<file path="config.mk">
export PLATFORM = sky130hd
export DESIGN_NAME = pwm_meter
export DESIGN_NICKNAME = d
export VERILOG_FILES = /design/src/verilog/pwm_pkg.sv /design/src/verilog/pwm_meter.sv
export SDC_FILE = /design/constraint.sdc
export NUM_CORES = 1
export LEC_CHECK = 0
export BUFFER_PORTS_ARGS = -buffer_cell sky130_fd_sc_hd__buf_4
export CORE_UTILIZATION = 65
export CTS_CLUSTER_SIZE = 24
export DETAILED_ROUTE_END_ITERATION = 6
export GPL_TIMING_DRIVEN = 0
export PLACE_DENSITY_LB_ADDON = 0.15
export SLEW_MARGIN = 40
export SYNTH_ARGS = -nofsm -noshare
export SYNTH_HDL_FRONTEND = slang
export SYNTH_SLANG_ARGS = --single-unit
</file>
<file path="constraint.sdc">
create_clock -name CORE_CLK_I -period 5.55 [get_ports CORE_CLK_I]
set_clock_uncertainty 0.1 [all_clocks]
set_input_delay 0.2775 -clock CORE_CLK_I [delete_from_list [all_inputs] [get_ports CORE_CLK_I]]
set_output_delay 0.2775 -clock CORE_CLK_I [all_outputs]
set_load 0.01 [all_outputs]
</file>
<file path="src/verilog/pwm_pkg.sv">
// Constants, register map and types of the high pulse width meter
package pwm_pkg;

  localparam int          CNT_W       = 16;
  localparam logic [15:0] COUNT_MAX   = 16'hFFFF;
  localparam logic [15:0] TALLY_MAX   = 16'hFFFF;
  localparam int          TICK_NS     = 160;
  localparam int          CLK_NS      = 5;
  localparam int          TICK_CYCLES = (TICK_NS + CLK_NS - 1) / CLK_NS;
  localparam int          WIDTH_W     = 32;
  localparam int          NS_W        = 40;
  localparam int          ADDR_W      = 8;
  localparam int          DATA_W      = 32;

  localparam logic [7:0] OFS_CTRL     = 8'h00;
  localparam logic [7:0] OFS_STATUS   = 8'h04;
  localparam logic [7:0] OFS_COUNT    = 8'h08;
  localparam logic [7:0] OFS_CAPA     = 8'h0C;
  localparam logic [7:0] OFS_TALLY    = 8'h10;
  localparam logic [7:0] OFS_WIDTH    = 8'h14;
  localparam logic [7:0] OFS_NS_LO    = 8'h18;
  localparam logic [7:0] OFS_NS_HI    = 8'h1C;
  localparam logic [7:0] OFS_INT_STAT = 8'h20;
  localparam logic [7:0] OFS_INT_MASK = 8'h24;

  localparam int CTRL_START = 0;
  localparam int CTRL_HOLD  = 1;

  localparam int INT_W     = 3;
  localparam int INT_DONE  = 0;
  localparam int INT_FAULT = 1;
  localparam int INT_WRAP  = 2;
  localparam logic [2:0] INT_RST = 3'h0;

  typedef enum logic [1:0] {SVC_NONE, SVC_WRAP, SVC_CAP} pwm_svc_t;

  typedef struct packed {
    logic hold;
    logic start;
  } pwm_ctrl_t;

  typedef struct packed {
    logic wrap;
    logic cap;
  } pwm_pend_t;

  localparam pwm_ctrl_t CTRL_RST = '{hold: 1'b0, start: 1'b0};
  localparam pwm_pend_t PEND_RST = '{wrap: 1'b0, cap: 1'b0};

endpackage

</file>
<file path="src/verilog/pwm_meter.sv">
// High pulse width meter: capture timer, request servicing and register port
`timescale 1ns/1ps

module pwm_meter
  import pwm_pkg::*;
#(
  parameter int TICK_DIV = TICK_CYCLES
) (
  input  wire logic              CORE_CLK_I,
  input  wire logic              RSTN_I,
  input  wire logic              CE_I,
  input  wire logic              CAPTURE_INPUT_PIN_I,
  input  wire logic [ADDR_W-1:0] ADDR_I,
  input  wire logic [DATA_W-1:0] WDATA_I,
  input  wire logic              WR_I,
  input  wire logic              RD_I,
  output logic      [DATA_W-1:0] RDATA_O,
  output logic                   IRQ_O,
  output logic                   FAULT_O,
  output logic                   MEASURING_O
);

  localparam int PRE_W = (TICK_DIV > 1) ? $clog2(TICK_DIV) : 1;
  localparam logic [PRE_W-1:0] PRE_LAST = PRE_W'(TICK_DIV - 1);

  function automatic logic [NS_W-1:0] ticks_to_ns(input logic [WIDTH_W-1:0] ticks);
    return NS_W'(ticks) * NS_W'(TICK_NS);
  endfunction

  // Synchroniser and edge history
  logic             pin_meta;
  logic             pin_sync;
  logic             pin_prev;

  // Timer state
  logic [PRE_W-1:0] pre;
  logic [CNT_W-1:0] timer_count;
  logic [CNT_W-1:0] capture_register_a;
  logic             capture_pin_level;
  pwm_pend_t        pend;
  pwm_ctrl_t        ctrl;

  // Measurement state
  logic [CNT_W-1:0]   overflow_tally;
  logic               measuring;
  logic [WIDTH_W-1:0] width_ticks;
  logic [NS_W-1:0]    width_ns;
  logic [INT_W-1:0]   int_stat;
  logic [INT_W-1:0]   int_mask;

  // Combinational terms
  wire              tick;
  wire              cap_edge;
  wire              wrap_now;
  wire              tally_full;
  wire              ovf_fault;
  wire              meas_open;
  wire              meas_done;
  wire              tally_step;
  pwm_svc_t         svc;
  wire [PRE_W-1:0]  next_pre;
  wire [CNT_W-1:0]  next_count;
  pwm_pend_t        next_pend;
  wire [CNT_W-1:0]  next_tally;
  wire              next_measuring;
  wire              next_fault;
  wire [INT_W-1:0]  events;
  wire [INT_W-1:0]  w1c;
  wire [INT_W-1:0]  next_int_stat;
  wire [DATA_W-1:0] rd_mux;
  wire              wr_ctrl;
  wire              wr_mask;
  wire [WIDTH_W-1:0] width_now;

  // Prescaler gives one timer tick per 160 ns
  assign tick     = ctrl.start && (pre == PRE_LAST);
  assign next_pre = (!ctrl.start || tick) ? '0 : PRE_W'(pre + 1'b1);

  // Either edge of the synchronised pin is a capture; no count, no capture
  assign cap_edge = ctrl.start && (pin_sync ^ pin_prev);

  // Clear from a capture has priority over the wrap in the same cycle
  assign wrap_now = tick && (timer_count == COUNT_MAX) && !cap_edge;

  assign next_count = cap_edge ? '0 :
                      tick     ? CNT_W'(timer_count + 1'b1) :
                                 timer_count;

  // Wrap requests go first so the width sees the updated tally
  assign svc = ctrl.hold ? SVC_NONE :
               pend.wrap ? SVC_WRAP :
               pend.cap  ? SVC_CAP  : SVC_NONE;

  // A new request in the service cycle wins over its own clear
  assign next_pend = '{wrap: wrap_now || (pend.wrap && (svc != SVC_WRAP)),
                       cap:  cap_edge || (pend.cap && (svc != SVC_CAP))};

  assign tally_full = (overflow_tally == TALLY_MAX);
  assign tally_step = (svc == SVC_WRAP) && measuring && !tally_full;
  assign ovf_fault  = (svc == SVC_WRAP) && measuring && tally_full;

  // After a fault the meter stops; captures no longer open measurements
  assign meas_open = (svc == SVC_CAP) && !FAULT_O && capture_pin_level;
  assign meas_done = (svc == SVC_CAP) && !FAULT_O && !capture_pin_level && measuring;

  assign next_tally = meas_open  ? '0 :
                      tally_step ? CNT_W'(overflow_tally + 1'b1) :
                                   overflow_tally;

  assign next_measuring = ovf_fault ? 1'b0 :
                          meas_open ? 1'b1 :
                          meas_done ? 1'b0 : measuring;
  assign next_fault     = FAULT_O || ovf_fault;

  // Capture value taken as is; coincident wrap was never counted
  assign width_now = {overflow_tally, capture_register_a};

  // Register port decode
  assign wr_ctrl = WR_I && (ADDR_I == OFS_CTRL);
  assign wr_mask = WR_I && (ADDR_I == OFS_INT_MASK);
  assign w1c     = (WR_I && (ADDR_I == OFS_INT_STAT)) ? WDATA_I[INT_W-1:0] : '0;

  assign events[INT_DONE]  = meas_done;
  assign events[INT_FAULT] = ovf_fault;
  assign events[INT_WRAP]  = (svc == SVC_WRAP);
  assign next_int_stat     = (int_stat & ~w1c) | events;

  assign rd_mux =
    (ADDR_I == OFS_CTRL)     ? DATA_W'({ctrl.hold, ctrl.start}) :
    (ADDR_I == OFS_STATUS)   ? DATA_W'({pend.wrap, pend.cap, FAULT_O, measuring}) :
    (ADDR_I == OFS_COUNT)    ? DATA_W'(timer_count) :
    (ADDR_I == OFS_CAPA)     ? DATA_W'(capture_register_a) :
    (ADDR_I == OFS_TALLY)    ? DATA_W'(overflow_tally) :
    (ADDR_I == OFS_WIDTH)    ? DATA_W'(width_ticks) :
    (ADDR_I == OFS_NS_LO)    ? width_ns[DATA_W-1:0] :
    (ADDR_I == OFS_NS_HI)    ? DATA_W'(width_ns[NS_W-1:DATA_W]) :
    (ADDR_I == OFS_INT_STAT) ? DATA_W'(int_stat) :
    (ADDR_I == OFS_INT_MASK) ? DATA_W'(int_mask) : '0;

  // Pin synchroniser; only pin_sync and pin_prev feed logic
  always_ff @(posedge CORE_CLK_I or negedge RSTN_I) begin
    if (!RSTN_I) begin
      pin_meta <= 1'b0;
      pin_sync <= 1'b0;
      pin_prev <= 1'b0;
    end else if (CE_I) begin
      pin_meta <= CAPTURE_INPUT_PIN_I;
      pin_sync <= pin_meta;
      pin_prev <= pin_sync;
    end
  end

  // Prescaler, timer and pending requests
  always_ff @(posedge CORE_CLK_I or negedge RSTN_I) begin
    if (!RSTN_I) begin
      pre         <= '0;
      timer_count <= '0;
      pend        <= PEND_RST;
    end else if (CE_I) begin
      pre         <= next_pre;
      timer_count <= next_count;
      pend        <= next_pend;
    end
  end

  // Count copied on the edge itself, never waiting for service
  always_ff @(posedge CORE_CLK_I or negedge RSTN_I) begin
    if (!RSTN_I) begin
      capture_register_a <= '0;
      capture_pin_level  <= 1'b0;
    end else if (CE_I && cap_edge) begin
      capture_register_a <= timer_count;
      capture_pin_level  <= pin_sync;
    end
  end

  // Measurement state
  always_ff @(posedge CORE_CLK_I or negedge RSTN_I) begin
    if (!RSTN_I) begin
      overflow_tally <= '0;
      measuring      <= 1'b0;
      FAULT_O        <= 1'b0;
      MEASURING_O    <= 1'b0;
    end else if (CE_I) begin
      overflow_tally <= next_tally;
      measuring      <= next_measuring;
      FAULT_O        <= next_fault;
      MEASURING_O    <= next_measuring;
    end
  end

  always_ff @(posedge CORE_CLK_I or negedge RSTN_I) begin
    if (!RSTN_I) begin
      width_ticks <= '0;
      width_ns    <= '0;
    end else if (CE_I && meas_done) begin
      width_ticks <= width_now;
      width_ns    <= ticks_to_ns(width_now);
    end
  end

  // Software registers, interrupt and read port
  always_ff @(posedge CORE_CLK_I or negedge RSTN_I) begin
    if (!RSTN_I) begin
      ctrl     <= CTRL_RST;
      int_stat <= INT_RST;
      int_mask <= INT_RST;
      IRQ_O    <= 1'b0;
      RDATA_O  <= '0;
    end else if (CE_I) begin
      if (wr_ctrl) begin
        ctrl <= '{hold: WDATA_I[CTRL_HOLD], start: WDATA_I[CTRL_START]};
      end
      if (wr_mask) begin
        int_mask <= WDATA_I[INT_W-1:0];
      end
      int_stat <= next_int_stat;
      IRQ_O    <= |(next_int_stat & (wr_mask ? WDATA_I[INT_W-1:0] : int_mask));
      RDATA_O  <= RD_I ? rd_mux : '0;
    end
  end
endmodule

</file>
==> results.json, run 1 <==
{
  "place_hpwl_mm": 18.9,
  "dieWidth_um": 122,
  "antenna_left": 0,
  "grt_remaining_overflow": 0,
  "drc": 2,
  "via_count": 8190,
  "clkTransAtPathRegs_ps": 60,
  "finish.utilization_pct": 76.3,
  "nFillCells": 1019,
  "cts_num_sinks": 167,
  "maxSlewViolCount": 0,
  "yosysUniqueCellTypes": 67,
  "ios": 81,
  "core_mm2": 0.0140,
  "cts_root_buf": "clkbuf_16",
  "ir_drop_mv": 0.217,
  "cp-end-kind": "flip-flop",
  "period_minus_slack_ps": 3820,
  "synth_nets": 1097,
  "cts.path.max_buffers": 2,
  "r2r_setup_slack_ps": 1730,
  "path_common_cell": "ha_1",
  "ys_warn_count": 0,
  "slew_headroom_pct": 45.3,
  "crit_type": "reg2reg",
  "critPathMaxFanout": 5,
  "place.gp.congestion": 0.934,
  "hold_class": "in2reg",
  "synthFlopType": "dfrtp_1",
  "reg2reg_depth": 12,
  "synthMostInstantiatedCell": "nand2_1",
  "endpoint": "width_ns[36]$_DFFE_PN0P_",
  "rsz0062_at_grt": "false",
  "port_buffers": 50,
  "worstPathRequired_ps": 5740,
  "tightest_slew_ps": 815,
  "syn_area_mm2": 0.00941,
  "core.rowCount": 43,
  "yosys-top-cells-count": "194 x nand2_1, 167 x dfrtp_1, 64 x ha_1, 64 x o21ai_0, 51 x nor2_1",
  "die_area_mm2": 0.0150,
  "grt_usage_pct": 37.2,
  "n_antenna_cell": 0,
  "routed_wl_mm": 25.9,
  "nets": 1171,
  "grt_max_degree": 72,
  "cts_max_level": 4,
  "maxCapViolCount": 0,
  "period_share_pct": 68.9,
  "syn2layout_area_growth_pct": 13.5,
  "power.density_mw_per_mm2": 237,
  "setup_viol": 0,
  "grt_pass1_wl_mm": 41.6,
  "hold_path_depth": 2,
  "crit_slowest_cell": "o31ai_1",
  "antenna_found_initial": 0,
  "synth_seq_area_share_pct": 44.4,
  "cts_hold_buf": 3,
  "crit_chain": "ha_1 > ha_1 > inv_1 > fa_1 > nor2b_4 > o31a_1 > o41ai_4 > o31ai_1 > a21oi_1 > o311ai_1 > mux2i_1 > o311ai_0",
  "synth_top_area_share_pct": 44.4,
  "drive_gt1_share_pct": 11.1,
  "clock_latency_ps": 440,
  "p_leak_uw": 0.00516,
  "avgSynthCellArea_um2": 9.54,
  "cts_tree": "yes",
  "routed_via_density": 6.54,
  "drt_iter0_drc": 921,
  "synth_edf_count": 0,
  "synth_area_leaders": "dfrtp_1 44%, ha_1 8.5%, nand2_1 7.7%",
  "timing.rr.start": "capture_register_a[3]$_DFFE_PN0P_",
  "max_stage_delay_ps": 590,
  "routedWlPerCell_um": 20.7,
  "synth_largest_area_cell": "dfrtp_1",
  "startpoint": "capture_register_a[3]$_DFFE_PN0P_",
  "grt_pass1_vias": 7868,
  "violations": "design-rule violations",
  "ys_ff_latch": 167,
  "post_cts.repair.setup_buffers": 0,
  "synth-async-reset-ratio_pct": 100,
  "crit_arrival_ps": 4020,
  "cts-resized-gates": 0,
  "drt_pre_antenna_iters": 7,
  "hold_viol": 0,
  "syn_inst": 986,
  "setup_tns_ps": 0,
  "clock.fmax_ghz": 0.261,
  "numCtsBuffers": 17,
  "r2r-end": "width_ns[36]$_DFFE_PN0P_",
  "seqCellArea_mm2": 0.00418,
  "initial_core_util_pct": 67.3,
  "status": "complete, but fails checks",
  "start_kind": "flip-flop",
  "chipHeight_um": 122,
  "multi_input_area_mm2": 0.00496
}
## worst max-delay path: cells and delay by family (launching register included)
| kind | cells | cell delay [ps] |
|---|---|---|
| multiplexers | 1 | 240 |
| AND/OR/NAND/NOR | 1 | 140 |
| buffers and inverters | 1 | 60 |
| AO/OA/AOI/OAI | 6 | 1790 |
| adder cells (fa/ha/maj) | 3 | 910 |
| flip-flops | 1 | 450 |
## placed cells by master (no fill, tap or decap), types with 15 or more instances in the layout
| cell | count |
|---|---|
| o2bb2ai_1 | 32 |
| xor2_1 | 23 |
| nor2_1 | 51 |
| xnor2_1 | 22 |
| buf_4 | 49 |
| a22oi_1 | 24 |
| nand3_1 | 30 |
| and3_1 | 16 |
| clkbuf_16 | 17 |
| nand2_1 | 194 |
| ha_1 | 64 |
| o21ai_0 | 64 |
| dfrtp_1 | 167 |
| a21oi_1 | 41 |
| mux2_2 | 26 |
| inv_1 | 22 |
| mux2i_1 | 15 |
| clkbuf_1 | 37 |
## kinds of logic (layout without fill, tap and decap cells)
group	after synthesis	after routing	synth area share [%]
XOR/XNOR	45	45	4.19
AO/OA/AOI/OAI	236	236	17.3
multiplexers	41	41	4.71
adder cells (fa/ha/maj)	65	65	8.72
AND/OR/NAND/NOR	367	367	17.8
flip-flops	167	167	44.4
buffers and inverters	65	151	2.87
## state kept, by name, indices dropped and copies added (netlist names)
| name | count |
|---|---|
| pre | 5 |
| RDATA_O | 32 |
| int_mask | 3 |
| timer_count | 16 |
| ctrl | 2 |
| capture_pin_level | 1 |
| capture_register_a | 16 |
| FAULT_O | 1 |
| MEASURING_O | 1 |
| overflow_tally | 16 |
| width_ticks | 32 |
| pin_meta | 1 |
| pend | 2 |
| int_stat | 3 |
| pin_prev | 1 |
| IRQ_O | 1 |
| width_ns | 33 |
| pin_sync | 1 |
## final cells by class
cell class,instances,share of cell area [%]
multi-input combinational,754,46.5
tap,180,2.11
clock inverter,12,1.14
sequential,167,39.1
buffer,43,1.76
clock buffer,19,4.24
timing repair buffer,55,4.38
inverter,22,0.773
## report_power, final
part / internal (uW) / switching (uW)
logic: 45.1 / 78.0
clock network: 644 / 510
registers: 1230 / 17.3
total: 1920 / 605
## per-stage QoR
stage	setup slack [ps]	hold WS [ps]	instance area, um2	instances	power (uW)
6_report	1730	18.7	10700	1252	2530
2_1_floorplan	2390	-118	9410	986	1320
5_1_grt	1630	21.8	10700	1252	2590
4_1_cts	1790	14.1	10700	1252	2520
3_3_place_gp	1920	358	10000	1216	1380
3_5_place_dp	1840	106	10100	1218	1390
## metal layers
metal	vias up	global-route usage (%)	wire length, um
li1	3704	-	-
met3	57	10.0	2390
met5	-	0	0
met1	4032	50.0	10800
met2	397	57.8	12000
met4	0	13.5	707
## how the worst min path moves through the flow
stage	to	start	slack, ps
floorplan	FAULT_O$_DFFE_PN0P_	RSTN_I	-120
global placement	width_ticks[4]$_DFFE_PN0P_	width_ticks[4]$_DFFE_PN0P_	360
detailed placement	pre[0]$_DFFE_PN0P_	RSTN_I	110
CTS	int_mask[0]$_DFFE_PN0P_	WDATA_I[0]	10
global route	ctrl[0]$_DFFE_PN0P_	WDATA_I[0]	20
finish	int_mask[0]$_DFFE_PN0P_	WDATA_I[0]	20
No activity file was read; power rests on OpenSTA's default activity.
==> run 2, diff against run 1 <==
Settings changed: CORE_UTILIZATION 65 to 55.
Clock period 5.55 ns to 3.4 ns, I/O delays scaled along.
==> results.json, run 2 (synthesis gave the netlist of run 1 again) <==
{
  "crit_slowest_cell": "or4b_4",
  "via_count": 8052,
  "grt_remaining_overflow": 0,
  "syn2layout_area_growth_pct": 15.8,
  "place_hpwl_mm": 19.5,
  "antenna_left": 0,
  "cts.path.max_buffers": 2,
  "path_delay_family": "compound AO/OA/AOI/OAI gates",
  "routed_via_density": 6.18,
  "hold_class": "in2reg",
  "combPwrFrac_pct": 5.0,
  "maxCapViolCount": 0,
  "cts_max_level": 4,
  "port_buffers": 50,
  "period_share_pct": 100,
  "grt_usage_pct": 31.8,
  "worstPathRequired_ps": 3600,
  "cts_tree": "yes",
  "grt_pass1_vias": 7669,
  "largest_register_ffs": 33,
  "regMostFlops": "width_ns",
  "grt_max_degree": 75,
  "p_leak_uw": 0.00520,
  "critPathMaxFanout": 5,
  "period_minus_slack_ps": 3420,
  "finish.utilization_pct": 65.5,
  "drc": 6,
  "maxSlewViolCount": 0,
  "violations": "design-rule violations, negative setup slack",
  "dp_cells": 1258,
  "start_kind": "flip-flop",
  "setup_ws_ps": -16.8,
  "p_sw_share_pct": 23.8,
  "nFillCells": 1359,
  "routedWlPerCell_um": 20.6,
  "n_antenna_cell": 0,
  "slew_headroom_pct": 47.0,
  "dieWidth_um": 133,
  "p_int_uw": 3200,
  "tightest_slew_ps": 793,
  "routed_wl_mm": 26.8,
  "crit_arrival_ps": 3620,
  "ios": 81,
  "p_switching_uw": 999,
  "clock_latency_ps": 430,
  "cp-end-kind": "flip-flop",
  "crit_chain": "ha_1 > ha_1 > nor2b_4 > o31a_1 > o41ai_4 > nor3_1 > or4b_4 > a311oi_4 > xor2_1 > o21ai_1",
  "clockPowerShare_pct": 46.5,
  "grt_pass1_wl_mm": 42.9,
  "cts_num_sinks": 167,
  "numCtsBuffers": 17,
  "chipHeight_um": 133,
  "crit_type": "reg2reg",
  "stdcell_count": 1302,
  "max_stage_delay_ps": 560,
  "initial_core_util_pct": 56.5,
  "drive_gt1_share_pct": 12.8,
  "layout_common_cells": "194 x nand2_1, 165 x dfrtp_1, 64 x o21ai_0, 63 x ha_1, 55 x buf_4",
  "cp.buffers_inverters": 0,
  "drt_pre_antenna_iters": 7,
  "core_mm2": 0.0166,
  "drt_iter0_drc": 905,
  "p_seq_share_pct": 48.5,
  "die_area_mm2": 0.0176,
  "clock.fmax_ghz": 0.293,
  "top_regs": "width_ns x33, RDATA_O x32, width_ticks x32",
  "setup_viol": 1,
  "clkTransAtPathRegs_ps": 70,
  "cts_root_buf": "clkbuf_16",
  "hold_viol": 0,
  "ir_drop_mv": 0.370,
  "power.density_mw_per_mm2": 385,
  "nets": 1180,
  "pre_cts_slack_ps": -349,
  "status": "complete, but fails checks",
  "place.gp.congestion": 0.966,
  "antenna_found_initial": 0,
  "core.rowCount": 47,
  "layout_commonest_cell": "nand2_1",
  "rsz0062_at_grt": "true",
  "path_common_cell": "ha_1"
}
-- run 2: timing repair --
item,in CTS,in global routing
hold buffers,6,0
pin swaps,3,10
buffers inserted,4,2
gates resized for setup,7,8
endpoints found under the hold margin,138,0
setup endpoints to repair,3,6
-- run 2: final cells by class --
class                   count  area, um2  area share, %
plain buffers              43        188           1.72
clock buffers              19        443           4.07
clock inverters            13        146           1.34
inverters                  22       82.6          0.758
multi-input cells         754       5040           46.3
flip-flops and latches    167       4180           38.4
well taps                 220        275           2.53
repair buffers             64        536           4.92
-- run 2: worst paths after layout --
path | start | endpoint | slack (ps) | depth (start not counted)
hold / removal | WR_I | int_mask[0]$_DFFE_PN0P_ | 60 | 3
setup / recovery | capture_register_a[5]$_DFFE_PN0P_ | width_ns[38]$_DFFE_PN0P_ | -20 | 10
max in group asynchronous | RSTN_I | capture_register_a[5]$_DFFE_PN0P_ | 2340 | 3
setup reg to reg | capture_register_a[5]$_DFFE_PN0P_ | width_ns[38]$_DFFE_PN0P_ | -20 | 10
hold reg to reg | width_ticks[17]$_DFFE_PN0P_ | width_ticks[17]$_DFFE_PN0P_ | 380 | 2
min in group asynchronous | RSTN_I | pre[4]$_DFFE_PN0P_ | 140 | 2
-- run 2: stage by stage --
| stage | hold WS, ps | area, um2 | TNS [ps] | power [uW] |
|---|---|---|---|---|
| floorplan | -226 | 9410 | 0 | 2160 |
| global placement | 307 | 10100 | -372 | 2260 |
| detailed placement | 15.8 | 10100 | -448 | 2270 |
| CTS | 41.2 | 10800 | 0 | 4220 |
| global route | 57.8 | 10900 | -240 | 4310 |
| finish | 58.9 | 10900 | -16.8 | 4200 |
-- run 2: tightest hold or removal path, delay by kind of cell --
kind	cells	cell delay, ps
and+or+nand+nor	1	100
muxes	1	150
buffers and inverters	1	140
-- run 2: layer usage --
layer | vias up | share of wire [%] | GRT usage [%]
met2 | 303 | 46 | 49.9
met4 | 0 | 2.1 | 9.07
met5 | - | 0 | 0
met3 | 50 | 6.4 | 5.48
li1 | 3736 | - | -
met1 | 3963 | 45 | 45.2
-- run 2: power by group through the flow --
stage | clock (uW) | combinational [uW] | sequential, uW
3_5_place_dp | 0 | 199 | 2070
6_report | 1950 | 208 | 2040
5_1_grt | 2040 | 230 | 2040
3_3_place_gp | 0 | 189 | 2070
2_1_floorplan | 0 | 94.0 | 2070
4_1_cts | 1980 | 209 | 2040
==> run 3, diff against run 2 <==
Settings changed: SETUP_SLACK_MARGIN from default to 0.1.
==> results.json, run 3 (synthesis gave the netlist of run 1 again) <==
{
  "largest_register_ffs": 33,
  "maxCapViolCount": 0,
  "die_area_mm2": 0.0176,
  "chipHeight_um": 133,
  "layout_common_cells": "194 x nand2_1, 164 x dfrtp_1, 64 x o21ai_0, 62 x ha_1, 58 x buf_4",
  "period_minus_slack_ps": 3330,
  "top_regs": "width_ns x33, RDATA_O x32, width_ticks x32",
  "numCtsBuffers": 17,
  "finish.utilization_pct": 65.8,
  "cts_root_buf": "clkbuf_16",
  "core_mm2": 0.0166,
  "crit_arrival_ps": 3530,
  "p_leak_uw": 0.00522,
  "p_sw_share_pct": 23.8,
  "start_kind": "flip-flop",
  "p_int_uw": 3200,
  "cts_num_sinks": 167,
  "via_count": 7979,
  "power.density_mw_per_mm2": 383,
  "dieWidth_um": 133,
  "holdWs_ps": 48.8,
  "setup_viol": 0,
  "cts_max_level": 4,
  "maxSlewViolCount": 0,
  "critPathMaxFanout": 5,
  "cp-end-kind": "flip-flop",
  "grt_pass1_wl_mm": 42.7,
  "grt_pass1_vias": 7695,
  "clock.fmax_ghz": 0.300,
  "regMostFlops": "width_ns",
  "status": "finished, final reports clean",
  "reg2reg_depth": 11,
  "p_switching_uw": 997,
  "initial_core_util_pct": 56.5,
  "layout_commonest_cell": "nand2_1",
  "dp_cells": 1258,
  "period_share_pct": 98.0,
  "antenna_found_initial": 0,
  "grt_max_degree": 75,
  "drc": 0,
  "drt_pre_antenna_iters": 6,
  "hold_class": "in2reg",
  "clockPowerShare_pct": 46.5,
  "hold_path_depth": 3,
  "drive_gt1_share_pct": 13.5,
  "hold_viol": 0,
  "ir_drop_mv": 0.371,
  "crit_type": "reg2reg",
  "clkTransAtPathRegs_ps": 70,
  "grt_remaining_overflow": 0,
  "antenna_left": 0,
  "n_antenna_cell": 0,
  "drt_iter0_drc": 900,
  "worstPathRequired_ps": 3590,
  "routedWlPerCell_um": 20.5,
  "combPwrFrac_pct": 5.0,
  "place_hpwl_mm": 19.5,
  "slew_headroom_pct": 47.7,
  "routed_wl_mm": 26.7,
  "cts.path.max_buffers": 2,
  "rsz0062_at_grt": "true",
  "place.gp.congestion": 0.966,
  "stdcell_count": 1305,
  "nets": 1183,
  "clock_latency_ps": 430,
  "grt_usage_pct": 31.8,
  "routed_via_density": 6.11,
  "cts_tree": "yes",
  "syn2layout_area_growth_pct": 16.4,
  "ios": 81,
  "p_seq_share_pct": 48.6,
  "core.rowCount": 47,
  "tightest_slew_ps": 781,
  "port_buffers": 50
}
## run 3: cell count changes in the layout (fill, tap and decap cells not counted), sizes merged
cell  change
buf       +3
## run 3: per-stage QoR
| stage | area, um2 | TNS [ps] | worst slack, ps | power, uW |
|---|---|---|---|---|
| final | 10900 | 0 | 67.9 | 4190 |
| after global routing | 10900 | -179 | -71.2 | 4310 |
| after CTS | 10900 | 0 | 47.8 | 4220 |
| after detailed placement | 10100 | -448 | -349 | 2270 |
| after global placement | 10100 | -372 | -317 | 2260 |
| after floorplan | 9410 | 0 | 244 | 2160 |
## run 3: critical path, cell delays in order (launching register included)
cell      delay (ps)
dfrtp_1          460
ha_1             330
ha_1             370
a21o_1           200
a21o_1           180
a211oi_2         330
nor3_1            80
or4b_4           570
buf_4            180
a31oi_4          170
xor2_1           140
o21ai_0           80
## run 3: layout make-up
class | count | area (um2)
buffer | 43 | 188
clock buffer | 19 | 443
clock inverter | 13 | 146
fill | 1354 | 5690
inverter | 22 | 82.6
multi-input combinational | 754 | 5070
sequential | 167 | 4180
tap | 220 | 275
timing repair buffer | 67 | 558
## run 3: final timing paths
check                      slack (ps)                           endpoint                                from
min in group asynchronous         140                 pre[4]$_DFFE_PN0P_                              RSTN_I
min reg2reg                       380        width_ticks[14]$_DFFE_PN0P_         width_ticks[14]$_DFFE_PN0P_
max in group asynchronous        2350  capture_register_a[5]$_DFFE_PN0P_                              RSTN_I
max                                70           width_ns[32]$_DFFE_PN0P_  capture_register_a[12]$_DFFE_PN0P_
min                                50            int_mask[1]$_DFFE_PN0P_                                WR_I
max reg2reg                        70           width_ns[32]$_DFFE_PN0P_  capture_register_a[12]$_DFFE_PN0P_
## run 3: timing repair
item,CTS,global route
resized for setup,14,7
setup endpoints to repair,6,9
setup buffers,6,3
endpoints found under the hold margin,138,0
hold buffers,6,0
pin swaps,7,11
gates cloned,0,0
## run 3: power groups by stage
stage | combinational [uW] | sequential [uW] | clock [uW]
6_report | 208 | 2040 | 1950
5_1_grt | 230 | 2040 | 2040
4_1_cts | 209 | 2040 | 1980
3_5_place_dp | 199 | 2070 | 0
3_3_place_gp | 189 | 2070 | 0
2_1_floorplan | 94.0 | 2070 | 0
## run 3: layer usage
metal	up-vias	share of wire, %	track usage, %
met3	46	7.8	6.70
met1	3882	44	44.1
met5	-	0	0
met4	0	2.2	9.64
met2	312	46	50.0
li1	3739	-	-
